[src/logic/dtp_pkg.sv]
// Shared constants, types and register map of the dual trigger ports
package dtp_pkg;

    // Register byte offsets, one aligned 32-bit word each
    localparam logic [5:0] OFF_CTRL_A      = 6'h00;
    localparam logic [5:0] OFF_CTRL_B      = 6'h04;
    localparam logic [5:0] OFF_DOUT        = 6'h08;
    localparam logic [5:0] OFF_STATUS      = 6'h0C;
    localparam logic [5:0] OFF_FWD_FIRST   = 6'h10;
    localparam logic [5:0] OFF_FWD_SPACING = 6'h14;
    localparam logic [5:0] OFF_FWD_COUNT   = 6'h18;
    localparam logic [5:0] OFF_REV_FIRST   = 6'h1C;
    localparam logic [5:0] OFF_REV_SPACING = 6'h20;
    localparam logic [5:0] OFF_REV_COUNT   = 6'h24;
    localparam logic [5:0] OFF_WIDTH       = 6'h28;
    localparam logic [5:0] OFF_REPEAT      = 6'h2C;
    localparam logic [5:0] OFF_REL_DIST    = 6'h30;
    localparam logic [5:0] OFF_ABS_POS     = 6'h34;
    localparam int         NREG            = 14;

    // Writable bits per register; the rest read as zero, except the live status bits
    localparam logic [31:0] REG_MASK [NREG] = '{
        32'h0000_001F, 32'h0000_001F, 32'h0000_0003, 32'h0000_0000,
        32'hFFFF_FFFF, 32'hFFFF_FFFF, 32'h0000_FFFF, 32'hFFFF_FFFF,
        32'hFFFF_FFFF, 32'h0000_FFFF, 32'h0000_FFFF, 32'h0000_FFFF,
        32'hFFFF_FFFF, 32'hFFFF_FFFF};
    localparam logic [31:0] REG_RST [NREG] = '{
        32'h0000_0010, 32'h0000_0010, 32'h0000_0000, 32'h0000_0000,
        32'h0000_0000, 32'h0000_0000, 32'h0000_0001, 32'h0000_0000,
        32'h0000_0000, 32'h0000_0001, 32'h0000_0001, 32'h0000_0001,
        32'h0000_0000, 32'h0000_0000};

    // Control register fields
    localparam int CTRL_MODE_LSB = 0;
    localparam int CTRL_MODE_W   = 4;
    localparam int CTRL_POL_BIT  = 4;

    // Status register fields
    localparam int STAT_LVL_A    = 0;
    localparam int STAT_LVL_B    = 1;
    localparam int STAT_BUSY     = 2;
    localparam int STAT_CONFLICT = 3;

    localparam int CNT_W   = 16;
    localparam int PW_CNT_W = 24;

    // Pulse width is programmed in microseconds
    localparam int CLK_PERIOD_PS  = 5000;
    localparam int WIDTH_UNIT_NS  = 1000;
    localparam int WIDTH_UNIT_CYC = (WIDTH_UNIT_NS * 1000) / CLK_PERIOD_PS;

    localparam logic [1:0] RESP_OKAY   = 2'h0;
    localparam logic [1:0] RESP_SLVERR = 2'h2;

    typedef enum logic [3:0] {
        DTP_DISABLED  = 4'h0,
        DTP_DIG_IN    = 4'h1,
        DTP_IN_REL    = 4'h2,
        DTP_IN_ABS    = 4'h3,
        DTP_IN_HOME   = 4'h4,
        DTP_DIG_OUT   = 4'h5,
        DTP_OUT_MOVE  = 4'h6,
        DTP_OUT_MAXV  = 4'h7,
        DTP_STEP_FWD  = 4'h8,
        DTP_STEP_REV  = 4'h9,
        DTP_STEP_BOTH = 4'hA
    } dtp_mode_t;

    typedef enum logic [1:0] {
        SEQ_IDLE,
        SEQ_FWD,
        SEQ_REV,
        SEQ_DONE
    } dtp_seq_t;

    // One-cycle start requests to the motion controller
    typedef struct packed {
        logic rel;
        logic abs_mv;
        logic home;
    } dtp_move_cmd_t;

    // Drive of one two-way pin
    typedef struct packed {
        logic o;
        logic oe;
    } dtp_pin_t;

endpackage

[src/logic/dtp_sync2.sv]
// Two flip-flop synchroniser for asynchronous pin levels
`timescale 1ns/1ps
module dtp_sync2 #(
    parameter int W = 2
) (
    // Clock and reset
    input  wire logic         aclk,
    input  wire logic         aresetn,
    // Levels
    input  wire logic [W-1:0] async_in,
    output logic      [W-1:0] sync_out
);
    logic [W-1:0] meta_r;

    always_ff @(posedge aclk) begin
        if (!aresetn) begin
            meta_r   <= '1;
            sync_out <= '1;
        end else begin
            meta_r   <= async_in;
            sync_out <= meta_r;
        end
    end
endmodule // dtp_sync2

[src/logic/dtp_pulse_timer.sv]
// Retriggerable pulse of programmable length in clock cycles
`timescale 1ns/1ps
module dtp_pulse_timer (
    // Clock and reset
    input  wire logic                         aclk,
    input  wire logic                         aresetn,
    // Control
    input  wire logic                         fire,
    input  wire logic [dtp_pkg::PW_CNT_W-1:0] width_cyc,
    // Pulse
    output logic                              active
);
    logic [dtp_pkg::PW_CNT_W-1:0] left_r;

    // Width zero still gives one cycle
    always_ff @(posedge aclk) begin
        if (!aresetn) begin
            left_r <= '0;
            active <= 1'b0;
        end else if (fire) begin
            left_r <= (width_cyc == '0) ? dtp_pkg::PW_CNT_W'(1) : width_cyc;
            active <= 1'b1;
        end else if (left_r > dtp_pkg::PW_CNT_W'(1)) begin
            left_r <= left_r - dtp_pkg::PW_CNT_W'(1);
        end else begin
            left_r <= '0;
            active <= 1'b0;
        end
    end
endmodule // dtp_pulse_timer

[src/logic/dtp_trigger_ports.sv]
// Two trigger ports with position compare and AXI4-Lite registers
//
// What this block does
// - Two ports, each input or output, polarity chosen high or low.
// - Move-trigger inputs act on inactive-to-active transitions only.
// - A held active level starts one move; must go inactive first.
// - Disabled port ignores its input and drives nothing.
// - General input level is only reported in status, no motion.
// - Relative or absolute trigger starts move by distance or to target.
// - Home trigger edge starts a homing move.
// - General output drives the level software writes.
// - Motion output is active while the stage moves.
// - Max-velocity output is active while at maximum velocity.
// - Step modes pulse forward only, backward only, or both ways.
// - Only one port may use a step mode at a time.
// - Count pulses of set width at start plus multiples of spacing.
// - Forward and reverse each have own start, spacing and count.
// - Repeat count repeats the whole step sequence that many times.
// - Match pulse within 1 us, from dedicated compare logic.
// - Active high means high level and rising edges; low the inverse.
//
// Implementation choices: the AXI4-Lite slave port and the register offsets.
`timescale 1ns/1ps
module dtp_trigger_ports (
    // Clock and reset
    input  wire logic                 aclk,
    input  wire logic                 aresetn,
    // AXI4-Lite write address and data
    input  wire logic [5:0]           awaddr,
    input  wire logic [2:0]           awprot,
    input  wire logic                 awvalid,
    output logic                      awready,
    input  wire logic [31:0]          wdata,
    input  wire logic [3:0]           wstrb,
    input  wire logic                 wvalid,
    output logic                      wready,
    // AXI4-Lite write response
    output logic [1:0]                bresp,
    output logic                      bvalid,
    input  wire logic                 bready,
    // AXI4-Lite read
    input  wire logic [5:0]           araddr,
    input  wire logic [2:0]           arprot,
    input  wire logic                 arvalid,
    output logic                      arready,
    output logic [31:0]               rdata,
    output logic [1:0]                rresp,
    output logic                      rvalid,
    input  wire logic                 rready,
    // Trigger pins
    input  wire logic                 event_port_a_in,
    output logic                      event_port_a_out,
    output logic                      event_port_a_oe,
    input  wire logic                 event_port_b_in,
    output logic                      event_port_b_out,
    output logic                      event_port_b_oe,
    // Motion controller
    input  wire logic [31:0]          act_pos,
    input  wire logic                 in_motion,
    input  wire logic                 at_max_vel,
    output dtp_pkg::dtp_move_cmd_t    move_cmd,
    output logic [31:0]               rel_distance,
    output logic [31:0]               abs_target
);
    logic [31:0]                  regs_r [dtp_pkg::NREG];
    logic                         aw_held_r;
    logic [5:0]                   awaddr_r;
    logic                         w_held_r;
    logic [31:0]                  wdata_r;
    logic [3:0]                   wstrb_r;
    logic                         do_wr;
    logic [3:0]                   wr_idx;
    logic [3:0]                   rd_idx;
    logic [31:0]                  status;
    logic [1:0]                   pin_raw;
    logic [1:0]                   pin_sync;
    logic [1:0]                   act_lvl;
    logic [1:0]                   act_prev_r;
    logic [1:0]                   edge_hit;
    dtp_pkg::dtp_mode_t           mode [2];
    logic [1:0]                   pol_high;
    dtp_pkg::dtp_pin_t            drive [2];
    logic [1:0]                   step_mode;
    logic                         step_sel_r;
    logic                         step_any;
    dtp_pkg::dtp_mode_t           step_kind;
    dtp_pkg::dtp_seq_t            seq_r;
    logic [31:0]                  prev_pos_r;
    logic signed [31:0]           fwd_tgt_r;
    logic signed [31:0]           rev_tgt_r;
    logic [dtp_pkg::CNT_W-1:0]    fwd_left_r;
    logic [dtp_pkg::CNT_W-1:0]    rev_left_r;
    logic [dtp_pkg::CNT_W-1:0]    cycles_r;
    logic                         fwd_hit;
    logic                         rev_hit;
    logic                         rearm;
    logic                         step_pulse;
    logic [dtp_pkg::PW_CNT_W-1:0] width_cyc;
    logic [dtp_pkg::CNT_W-1:0]    fwd_cnt;
    logic [dtp_pkg::CNT_W-1:0]    rev_cnt;
    logic [dtp_pkg::CNT_W-1:0]    rep_cnt;

    // Zero counts behave as one
    function automatic logic [dtp_pkg::CNT_W-1:0] at_least1(
        input logic [31:0] v);
        logic [dtp_pkg::CNT_W-1:0] c;
        c = v[dtp_pkg::CNT_W-1:0];
        return (c == '0) ? dtp_pkg::CNT_W'(1) : c;
    endfunction

    // AXI4-Lite slave
    assign awready = !aw_held_r;
    assign wready  = !w_held_r;
    assign do_wr   = aw_held_r && w_held_r && !bvalid;
    assign wr_idx  = awaddr_r[5:2];
    assign rd_idx  = araddr[5:2];
    assign arready = !rvalid;

    always_ff @(posedge aclk) begin
        if (!aresetn) begin
            aw_held_r <= 1'b0;
            awaddr_r  <= '0;
        end else if (awvalid && awready) begin
            aw_held_r <= 1'b1;
            awaddr_r  <= awaddr;
        end else if (do_wr) begin
            aw_held_r <= 1'b0;
        end
    end

    always_ff @(posedge aclk) begin
        if (!aresetn) begin
            w_held_r <= 1'b0;
            wdata_r  <= '0;
            wstrb_r  <= '0;
        end else if (wvalid && wready) begin
            w_held_r <= 1'b1;
            wdata_r  <= wdata;
            wstrb_r  <= wstrb;
        end else if (do_wr) begin
            w_held_r <= 1'b0;
        end
    end

    // Status writes are ignored; addresses past the map get SLVERR
    always_ff @(posedge aclk) begin
        if (!aresetn) begin
            bvalid <= 1'b0;
            bresp  <= dtp_pkg::RESP_OKAY;
        end else if (do_wr) begin
            bvalid <= 1'b1;
            bresp  <= (32'(wr_idx) < dtp_pkg::NREG) ? dtp_pkg::RESP_OKAY
                                                    : dtp_pkg::RESP_SLVERR;
        end else if (bready) begin
            bvalid <= 1'b0;
        end
    end

    generate
        for (genvar i = 0; i < dtp_pkg::NREG; i++) begin : g_reg
            always_ff @(posedge aclk) begin
                if (!aresetn) begin
                    regs_r[i] <= dtp_pkg::REG_RST[i];
                end else if (do_wr && wr_idx == 4'(i)) begin
                    for (int b = 0; b < 4; b++) begin
                        if (wstrb_r[b]) begin
                            regs_r[i][8*b +: 8] <= wdata_r[8*b +: 8]
                                & dtp_pkg::REG_MASK[i][8*b +: 8];
                        end
                    end
                end
            end
        end
    endgenerate

    always_ff @(posedge aclk) begin
        if (!aresetn) begin
            rvalid <= 1'b0;
            rdata  <= '0;
            rresp  <= dtp_pkg::RESP_OKAY;
        end else if (arvalid && arready) begin
            rvalid <= 1'b1;
            if (araddr == dtp_pkg::OFF_STATUS) begin
                rdata <= status;
                rresp <= dtp_pkg::RESP_OKAY;
            end else if (32'(rd_idx) < dtp_pkg::NREG) begin
                rdata <= regs_r[rd_idx];
                rresp <= dtp_pkg::RESP_OKAY;
            end else begin
                rdata <= '0;
                rresp <= dtp_pkg::RESP_SLVERR;
            end
        end else if (rready) begin
            rvalid <= 1'b0;
        end
    end

    // Configuration decode
    assign mode[0] = dtp_pkg::dtp_mode_t'(regs_r[dtp_pkg::OFF_CTRL_A[5:2]]
        [dtp_pkg::CTRL_MODE_LSB +: dtp_pkg::CTRL_MODE_W]);
    assign mode[1] = dtp_pkg::dtp_mode_t'(regs_r[dtp_pkg::OFF_CTRL_B[5:2]]
        [dtp_pkg::CTRL_MODE_LSB +: dtp_pkg::CTRL_MODE_W]);
    assign pol_high[0] =
        regs_r[dtp_pkg::OFF_CTRL_A[5:2]][dtp_pkg::CTRL_POL_BIT];
    assign pol_high[1] =
        regs_r[dtp_pkg::OFF_CTRL_B[5:2]][dtp_pkg::CTRL_POL_BIT];

    assign width_cyc = dtp_pkg::PW_CNT_W'(
        regs_r[dtp_pkg::OFF_WIDTH[5:2]][dtp_pkg::CNT_W-1:0]
        * dtp_pkg::WIDTH_UNIT_CYC);
    assign fwd_cnt = at_least1(regs_r[dtp_pkg::OFF_FWD_COUNT[5:2]]);
    assign rev_cnt = at_least1(regs_r[dtp_pkg::OFF_REV_COUNT[5:2]]);
    assign rep_cnt = at_least1(regs_r[dtp_pkg::OFF_REPEAT[5:2]]);

    always_ff @(posedge aclk) begin
        if (!aresetn) begin
            rel_distance <= '0;
            abs_target   <= '0;
        end else begin
            rel_distance <= regs_r[dtp_pkg::OFF_REL_DIST[5:2]];
            abs_target   <= regs_r[dtp_pkg::OFF_ABS_POS[5:2]];
        end
    end

    // Input side
    assign pin_raw = {event_port_b_in, event_port_a_in};

    dtp_sync2 #(
        .W        (2)
    ) u_sync (
        .aclk     (aclk),
        .aresetn  (aresetn),
        .async_in (pin_raw),
        .sync_out (pin_sync)
    );

    generate
        for (genvar p = 0; p < 2; p++) begin : g_in
            assign act_lvl[p]   = pin_sync[p] ~^ pol_high[p];
            assign step_mode[p] = mode[p] inside {dtp_pkg::DTP_STEP_FWD,
                dtp_pkg::DTP_STEP_REV, dtp_pkg::DTP_STEP_BOTH};
            // Only a fresh inactive-to-active change counts
            assign edge_hit[p]  = act_lvl[p] && !act_prev_r[p];
        end
    endgenerate

    // Starts as active so a pin already active at reset does not fire
    always_ff @(posedge aclk) begin
        if (!aresetn) begin
            act_prev_r <= 2'h3;
        end else begin
            act_prev_r <= act_lvl;
        end
    end

    // Disabled and digital-input ports never reach the move requests
    always_ff @(posedge aclk) begin
        if (!aresetn) begin
            move_cmd <= '0;
        end else begin
            move_cmd.rel <=
                (edge_hit[0] && mode[0] == dtp_pkg::DTP_IN_REL) ||
                (edge_hit[1] && mode[1] == dtp_pkg::DTP_IN_REL);
            move_cmd.abs_mv <=
                (edge_hit[0] && mode[0] == dtp_pkg::DTP_IN_ABS) ||
                (edge_hit[1] && mode[1] == dtp_pkg::DTP_IN_ABS);
            move_cmd.home <=
                (edge_hit[0] && mode[0] == dtp_pkg::DTP_IN_HOME) ||
                (edge_hit[1] && mode[1] == dtp_pkg::DTP_IN_HOME);
        end
    end

    // Position compare
    // Port A wins when both ask for step mode; one parameter set only
    assign step_any  = step_mode[0] || step_mode[1];
    assign step_kind = step_mode[0] ? mode[0] : mode[1];

    always_ff @(posedge aclk) begin
        if (!aresetn) begin
            step_sel_r <= 1'b0;
        end else begin
            step_sel_r <= !step_mode[0];
        end
    end

    // Any write or a change of owner restarts the sequence
    assign rearm = do_wr || !step_any ||
                   (step_sel_r != !step_mode[0]);

    localparam dtp_pkg::dtp_seq_t SEQ_FWD_C = dtp_pkg::SEQ_FWD;
    localparam dtp_pkg::dtp_seq_t SEQ_REV_C = dtp_pkg::SEQ_REV;

    // Crossing test copes with positions that skip past the target
    assign fwd_hit = (seq_r == SEQ_FWD_C) &&
        ($signed(prev_pos_r) < fwd_tgt_r) &&
        ($signed(act_pos) >= fwd_tgt_r);
    assign rev_hit = (seq_r == SEQ_REV_C) &&
        ($signed(prev_pos_r) > rev_tgt_r) &&
        ($signed(act_pos) <= rev_tgt_r);

    always_ff @(posedge aclk) begin
        if (!aresetn) begin
            prev_pos_r <= '0;
        end else begin
            prev_pos_r <= act_pos;
        end
    end

    always_ff @(posedge aclk) begin
        if (!aresetn || rearm) begin
            seq_r      <= dtp_pkg::SEQ_IDLE;
            fwd_tgt_r  <= '0;
            rev_tgt_r  <= '0;
            fwd_left_r <= '0;
            rev_left_r <= '0;
            cycles_r   <= '0;
        end else begin
            unique case (seq_r)
                dtp_pkg::SEQ_IDLE: begin
                    fwd_tgt_r  <= $signed(
                        regs_r[dtp_pkg::OFF_FWD_FIRST[5:2]]);
                    rev_tgt_r  <= $signed(
                        regs_r[dtp_pkg::OFF_REV_FIRST[5:2]]);
                    fwd_left_r <= fwd_cnt;
                    rev_left_r <= rev_cnt;
                    seq_r <= (step_kind == dtp_pkg::DTP_STEP_REV)
                        ? dtp_pkg::SEQ_REV : dtp_pkg::SEQ_FWD;
                end
                dtp_pkg::SEQ_FWD: begin
                    if (fwd_hit) begin
                        fwd_tgt_r  <= fwd_tgt_r + $signed(
                            regs_r[dtp_pkg::OFF_FWD_SPACING[5:2]]);
                        fwd_left_r <= fwd_left_r - dtp_pkg::CNT_W'(1);
                        if (fwd_left_r == dtp_pkg::CNT_W'(1)) begin
                            if (step_kind == dtp_pkg::DTP_STEP_BOTH) begin
                                seq_r <= dtp_pkg::SEQ_REV;
                            end else if (cycles_r + dtp_pkg::CNT_W'(1)
                                         >= rep_cnt) begin
                                seq_r <= dtp_pkg::SEQ_DONE;
                            end else begin
                                cycles_r <= cycles_r + dtp_pkg::CNT_W'(1);
                                seq_r    <= dtp_pkg::SEQ_IDLE;
                            end
                        end
                    end
                end
                dtp_pkg::SEQ_REV: begin
                    if (rev_hit) begin
                        rev_tgt_r  <= rev_tgt_r - $signed(
                            regs_r[dtp_pkg::OFF_REV_SPACING[5:2]]);
                        rev_left_r <= rev_left_r - dtp_pkg::CNT_W'(1);
                        if (rev_left_r == dtp_pkg::CNT_W'(1)) begin
                            if (cycles_r + dtp_pkg::CNT_W'(1)
                                >= rep_cnt) begin
                                seq_r <= dtp_pkg::SEQ_DONE;
                            end else begin
                                cycles_r <= cycles_r + dtp_pkg::CNT_W'(1);
                                seq_r    <= dtp_pkg::SEQ_IDLE;
                            end
                        end
                    end
                end
                dtp_pkg::SEQ_DONE: begin
                    seq_r <= dtp_pkg::SEQ_DONE;
                end
            endcase
        end
    end

    // Hit to pin in two cycles, far inside the latency budget
    dtp_pulse_timer u_pulse (
        .aclk      (aclk),
        .aresetn   (aresetn),
        .fire      (fwd_hit || rev_hit),
        .width_cyc (width_cyc),
        .active    (step_pulse)
    );

    // Output side
    generate
        for (genvar p = 0; p < 2; p++) begin : g_out
            logic act;
            logic owns_step;
            assign owns_step = step_mode[p] &&
                             (p == 0 || !step_mode[0]);
            always_comb begin
                act = 1'b0;
                drive[p].oe = 1'b1;
                unique case (mode[p])
                    dtp_pkg::DTP_DIG_OUT:
                        act = regs_r[dtp_pkg::OFF_DOUT[5:2]][p];
                    dtp_pkg::DTP_OUT_MOVE:  act = in_motion;
                    dtp_pkg::DTP_OUT_MAXV:  act = at_max_vel;
                    dtp_pkg::DTP_STEP_FWD,
                    dtp_pkg::DTP_STEP_REV,
                    dtp_pkg::DTP_STEP_BOTH:
                        act = owns_step && step_pulse;
                    default: drive[p].oe = 1'b0;
                endcase
                // Undriven pins sit low; oe tells the outside
                drive[p].o = drive[p].oe && (act ~^ pol_high[p]);
            end
        end
    endgenerate

    always_ff @(posedge aclk) begin
        if (!aresetn) begin
            event_port_a_out <= 1'b0;
            event_port_a_oe  <= 1'b0;
            event_port_b_out <= 1'b0;
            event_port_b_oe  <= 1'b0;
        end else begin
            event_port_a_out <= drive[0].o;
            event_port_a_oe  <= drive[0].oe;
            event_port_b_out <= drive[1].o;
            event_port_b_oe  <= drive[1].oe;
        end
    end

    // Status
    always_comb begin
        status = '0;
        status[dtp_pkg::STAT_LVL_A]    = pin_sync[0];
        status[dtp_pkg::STAT_LVL_B]    = pin_sync[1];
        status[dtp_pkg::STAT_BUSY]     = (seq_r == SEQ_FWD_C) ||
                                         (seq_r == SEQ_REV_C);
        status[dtp_pkg::STAT_CONFLICT] = step_mode[0] && step_mode[1];
    end

endmodule // dtp_trigger_ports

[config.mk]
export PLATFORM = sky130hd
export DESIGN_NAME = dtp_trigger_ports
export DESIGN_NICKNAME = d
export VERILOG_FILES = /design/src/logic/dtp_pkg.sv /design/src/logic/dtp_sync2.sv /design/src/logic/dtp_pulse_timer.sv /design/src/logic/dtp_trigger_ports.sv
export SDC_FILE = /design/constraint.sdc
export NUM_CORES = 2
export LEC_CHECK = 0
export BUFFER_PORTS_ARGS = -buffer_cell sky130_fd_sc_hd__buf_2
export CAP_MARGIN = 5
export CORE_ASPECT_RATIO = 0.75
export CORE_MARGIN = 2
export CORE_UTILIZATION = 45
export DETAILED_ROUTE_END_ITERATION = 8
export PLACE_DENSITY_LB_ADDON = 0.25
export SYNTH_ARGS = -nofsm -noshare
export SYNTH_HDL_FRONTEND = slang
export SYNTH_HIERARCHICAL = 1
export SYNTH_SLANG_ARGS = --single-unit
[constraint.sdc]
create_clock -name aclk -period 4.6 [get_ports aclk]
set_input_delay 0.92 -clock aclk [delete_from_list [all_inputs] [get_ports aclk]]
set_output_delay 0.92 -clock aclk [all_outputs]
set_load 0.005 [all_outputs]
# [Yosys cells after proc, flatten, opt, wreduce, memory -nomap -nowiden]
# Memories as Yosys holds them, arrays and structs flattened. A register that Yosys moved wholly into a read port is not among the register bits.
# Index checks and enable logic that the tools add are counted.
[op_classes] addsub=6 multipliers=1 n_lt_le_gt_ge=8 n_eq_ne=46 muxes=277 n_bitwise=60 reduce_logical=80
[ops] cell="2-to-1 mux 8 bit" n=56
[ops] cell="2-to-1 mux 1 bit" n=184
[ops] cell="2-to-1 mux 16 bit" n=11
[ops] cell="2-to-1 mux 32 bit" n=4
[ops] cell="one-hot mux 32 bit (2 select lines)" n=2
[ops] cell="one-hot mux 16 bit (2 select lines)" n=3
[ops] cell="2-to-1 mux 24 bit" n=3
[ops] cell="== test 4 bit (second input constant)" n=14
[ops] cell="bitwise OR 1 bit" n=56
[ops] cell="== test 4 x 3 -> 1 bit (second input constant)" n=12
[ops] cell="logical NOT 16 bit" n=3
[ops] cell="logical AND 1 bit" n=37
[ops] cell="adder 32 bit" n=1
[ops] cell="== test 16 x 1 -> 1 bit (second input constant)" n=2
[ops] cell=">= comparator 32 bit" n=1
[ops] cell="> comparator 32 bit" n=1
[ops] cell="less-or-equal comparator 32 bit" n=1
[ops] cell="< comparator 32 bit" n=1
[ops] cell="subtractor 16 x 1 -> 16 bit (second input constant)" n=2
[ops] cell="subtractor 32 bit" n=1
[ops] cell="== test 4 x 2 -> 1 bit (second input constant)" n=6
[ops] cell="> comparator 24 x 1 -> 1 bit (second input constant)" n=1
[ops] cell="logical NOT 24 bit" n=1
[ops] cell="subtractor 24 x 1 -> 24 bit (second input constant)" n=1
[ops] cell="27 further kinds" n=74
[totals] reg_bits=267 mem_bits_rw=448 in_bits=97 out_inout_bits=112 word_cells=509 memories=1
[mem_list] name="regs_r" depth=14 word_bits=32 read_ports=14 rd_clocked_by_memory_dff=2 write_ports=14 line="dtp_trigger_ports.sv:65" text="logic [31:0] regs_r [dtp_pkg::NREG];"

# [Logic depth before layout (Yosys ltp)]
# An unclocked memory read counts as a cell.
[logic_depth] word_depth=9 depth_mapped=22 ltp_nobuf=21

# [Hierarchy]
# Netlist, hierarchy kept.
[modules_own_cells] module="dtp_trigger_ports" instances=1 cells_each=3349 area_each_um2=32771.4 seq_area_each_um2=14013.4
[modules_own_cells] module="dtp_pulse_timer" instances=1 cells_each=151 area_each_um2=1382.6 seq_area_each_um2=500.5
[modules_own_cells] module="dtp_sync2" instances=1 cells_each=8 area_each_um2=105.1 seq_area_each_um2=80.1

# [Least setup slack after synthesis]
# No wires, ideal clock.
[synth_path] kind="register to register" start="memory regs_r[10][2]" end="register u_pulse/left_r[14] (netlist bit)" setup_ns=0.118 arrival_time_ns=4.449 required_time_ns=4.482 path_slack_ns=0.033 path_stages_with_launch=22 path_buffers=1 synth_period_minus_slack_ns=4.567 cell_sequence="edfxtp_1 > ha_1 > ha_1 > inv_1 > fa_1 > inv_1 > ha_1 > a21o_1 > a21oi_1 > o21bai_1 > a31o_2 > nand4_1 > a31oi_1 > a21o_1 > a21oi_1 > xnor2_1 > nor4_1 > nand4_1 > o21ai_0 > nor2_1 > clkbuf_1 > o2bb2ai_1"
[synth_lines] item="start: declaration" line="dtp_trigger_ports.sv:65"
[synth_lines] item="end signal: assignment" line="dtp_pulse_timer.sv:21" text="left_r <= (width_cyc == '0) ? dtp_pkg::PW_CNT_W'(1) : width_cyc;"
[synth_lines] item="end signal: assignment" line="dtp_pulse_timer.sv:24" text="left_r <= left_r - dtp_pkg::PW_CNT_W'(1);"
[synth_lines] item="end: declaration" line="dtp_pulse_timer.sv:13" text="logic [dtp_pkg::PW_CNT_W-1:0] left_r;"

==> out/qor.txt <==
Post-synthesis share of cell area spent on xor and xnor gates = 0.0284
Vias in the first global route = 25,000
Hold Slack = 0.409 ns
Initial antenna violation count = 4
Inserted Clock Buffers = 66
Sink Count = 595
Via count = 27,200
IO Count = 209
Drt first-iter violations = 2,956
Outcome = finished with violations
Worst-case clock buffer depth = 3
Post-synth top area share = 0.235
Psw = 3.79 mW
Ys Warns = 6
Largest net degree at the start of global routing = 97
Worst Max-Slew Pin Slew = 1.22 ns
Combinational power share = 0.152
Area of the multi-input gates = 18,300 um^2
DRT Pass-1 Iters = 6
Clock group share of total power = 0.398
CP endpoint = u_pulse/left_r[18]
Critical Path Source = regs_r[10][3]
Mux cell area share after synthesis = 0.0532
Share of layout cells above drive strength 1 = 0.147
Fin crit period = 4.67 ns
R2R cell count = 22
Die H = 243 um
CP most frequent cell = nand4_1
Failing checks = setup timing
Cell internal pwr = 9.65 mW
Layout overhead on the synthesized area = 13.6%
Die span in x = 323 um
Total track usage = 0.267
Worst R2R Start = regs_r[10][3]
Crit end category = flop
Worst EP required = 5.12 ns
Worst min path class = flop to flop
Crit Path Class = flop to flop
CTS tree = done
Number of synthesized flops with an enable pin = 268
Cell Area, Synth = 34,300 um^2
Rel. slew slack = 0.178
R2r setup slk = -0.07 ns
Setup TNS = -0.756 ns
Max_cap viols = 0
Detailed Place HPWL = 80,400 um
Max stage delay on crit path = 0.51 ns
Pre-CTS WS = -0.174 ns
Max IR drop VDD = 0.238 mV
Crit path DAT = 5.19 ns
Simple-gate portion of the synthesized area = 0.190
Worst path cell trace = ha_1 > ha_4 > inv_2 > fa_1 > inv_2 > ha_4 > a21o_1 > a21oi_2 > o21bai_1 > a31o_2 > nand4_1 > a31oi_2 > nand4_1 > nand4b_1 > a21oi_2 > xnor2_2 > nor4_2 > nand4_1 > o21ai_2 > nor2_2 > buf_6 > o2bb2ai_2
Antenna violation net count after detailed routing = 0
Area contributors post-synth = edfxtp_1 (23%), dfxtp_1 (19%), ha_1 (9.8%)
Clk slew on worst S/H paths = 0.06 ns
Period Utilization, post-route = 1.01
Flip-flop and latch count after synthesis = 595
Commonest non-fill, non-tap cells in the layout = and2_1 (369), dfxtp_1 (327), edfxtp_1 (268)
Post-Synth Adder-Cell Area = 0.106
Total Power = 13.4 mW
Worst hold path depth = 1
Post-synthesis sequential area ratio = 0.426
Register Area = 14,600 um^2
Clk_lat worst skew = 0.64 ns
Final #Nets = 4,075
Reg-to-reg critical path endpoint = u_pulse/left_r[18]
Global placer's final weighted congestion = 0.951
Leading area contributor after synthesis = edfxtp_1
Drc violations = 0
Slew Limit Fails = 0
Pleak = 15.9 nW
Highest clock rate = 0.214 GHz
Seq pwr share = 0.450
Final Skew = 0.0414 ns
Post-route cell area = 38,900 um^2
GRT Residual Overflow = 0
Root buf cell = clkbuf_16
Synth cell types = 92
Synth Area in Compound Gates = 0.150
Filler Cell Count = 6,887
CP startpoint kind = flop
Drt total wl = 106,000 um
Global-route wire length before repair = 157,000 um
Syn Area/Cell = 9.77 um^2
Initial Util = 0.455
Unrepaired setup endpoints after global routing = true
Worst Path Max Fanout = 7
P per Cell Area = 345 nW/um^2
H-tree Lvls = 3
Finish-stage setup viols = 14
Main combinational cell family by area after synthesis = simple AND/OR/NAND/NOR gates
Final critical-path setup slack = -0.0677 ns
Cell count after synthesis = 3,508
Switching Fraction = 0.282
WL per Instance = 22.2 um
Core area = 75,200 um^2
Main synth FF type = dfxtp_1
Port bufs = 198
DP Area = 36,500 um^2
Most common cell after layout, fill and taps aside = and2_1
Hold Fails Final Rpt = 0
Ys async rst share = 0
DIE AREA = 78,400 um^2
FP Rows = 87
Via/cell ratio = 5.70
Crit-path slowest cell = fa_1
[flip-flops by register name (all words and copies together) (netlist names), 24 cells and up]
signal and cells:
abs_target 32, rel_distance 32, rdata 32, regs_r 268, fwd_tgt_r 32, rev_tgt_r 32, prev_pos_r 32, u_pulse/left_r 24
wdata_r 32
[worst max-delay path, delay by kind of cell, from the launching register on]
kind	cells	cell delay (ns)
buf+inv	3	0.24
flops	1	0.45
compound gates	8	1.26
xor+xnor	1	0.16
fa+ha+maj	4	1.40
simple gates	6	1.02
[metal layers]
| layer | GRT usage | up-vias | share of wire | wire length [um] |
|---|---|---|---|---|
| li1 | - | 13000 | - | - |
| met1 | 0.421 | 13000 | 0.48 | 51200 |
| met2 | 0.344 | 1163 | 0.38 | 40200 |
| met3 | 0.0940 | 109 | 0.12 | 13100 |
| met4 | 0.0482 | 4 | 0.016 | 1650 |
| met5 | 0 | - | 0.00022 | 23 |
[Yosys cell counts, drive strengths merged, types with 26 or more instances]
cell	instances
a211oi	83
a21boi	47
a21o	47
a21oi	190
a22oi	37
and2	370
buf	38
clkbuf	135
dfxtp	327
edfxtp	268
ha	269
inv	219
mux2i	81
mux4	34
nand2	248
nand2b	26
nand3	46
nand4	47
nor2	247
nor2b	43
nor3	50
nor4	40
o21ai	149
or3	35
xnor2	58
xor2	53
[power groups by stage]
stage | sequential [mW] | combinational, mW | clock (mW)
3_5_place_dp | 6.14 | 1.95 | 0
4_1_cts | 6.03 | 1.98 | 5.41
6_report | 6.04 | 2.04 | 5.35
2_1_floorplan | 5.98 | 1.46 | 0
3_3_place_gp | 6.13 | 1.93 | 0
5_1_grt | 6.06 | 2.27 | 5.63
[stage by stage]
step	utilization	instances
floorplan	-	3515
global placement	0.485	4640
detailed placement	0.485	4640
finish	0.517	4773
CTS	0.515	4764
global route	0.517	4772
[how the worst min path moves through the flow]
stage	start	slack, ns	endpoint
finish	u_sync/meta_r[0]	0.41	u_sync/sync_out[0]
global route	u_sync/meta_r[0]	0.45	u_sync/sync_out[0]
CTS	u_sync/meta_r[0]	0.41	u_sync/sync_out[0]
detailed placement	u_sync/meta_r[0]	0.39	u_sync/sync_out[0]
global placement	u_sync/meta_r[0]	0.40	u_sync/sync_out[0]
floorplan	u_sync/meta_r[0]	0.39	u_sync/sync_out[0]
[cell families (layout without fill, tap and decap cells)]
group | count (synthesis) | after routing
xor gates and xnor gates | 111 | 111
buffers and inverters | 394 | 628
other | 1 | 9
DFF | 595 | 595
AOI/OAI and AO/OA | 753 | 753
muxes | 137 | 137
and+or+nand+nor | 1235 | 1235
adders and majority gates | 282 | 282
[repair_timing]
item,in CTS,in global routing
endpoints found under the hold margin,0,0
setup buffers,3,7
gates resized for setup,8,26
hold buffers,0,0
gates cloned,0,1
pin swaps,4,23
setup endpoints to repair,14,19
[area by class of cell]
| type | count | area share |
|---|---|---|
| timing repair buffer | 286 | 0.0442 |
| multi-input combinational | 2526 | 0.470 |
| clock buffer | 95 | 0.0497 |
| sequential | 595 | 0.375 |
| tap | 1023 | 0.0329 |
| antenna | 1 | 0.0000643 |
| clock inverter | 26 | 0.00624 |
| inverter | 221 | 0.0213 |
(Power assumes the default switching activity.)
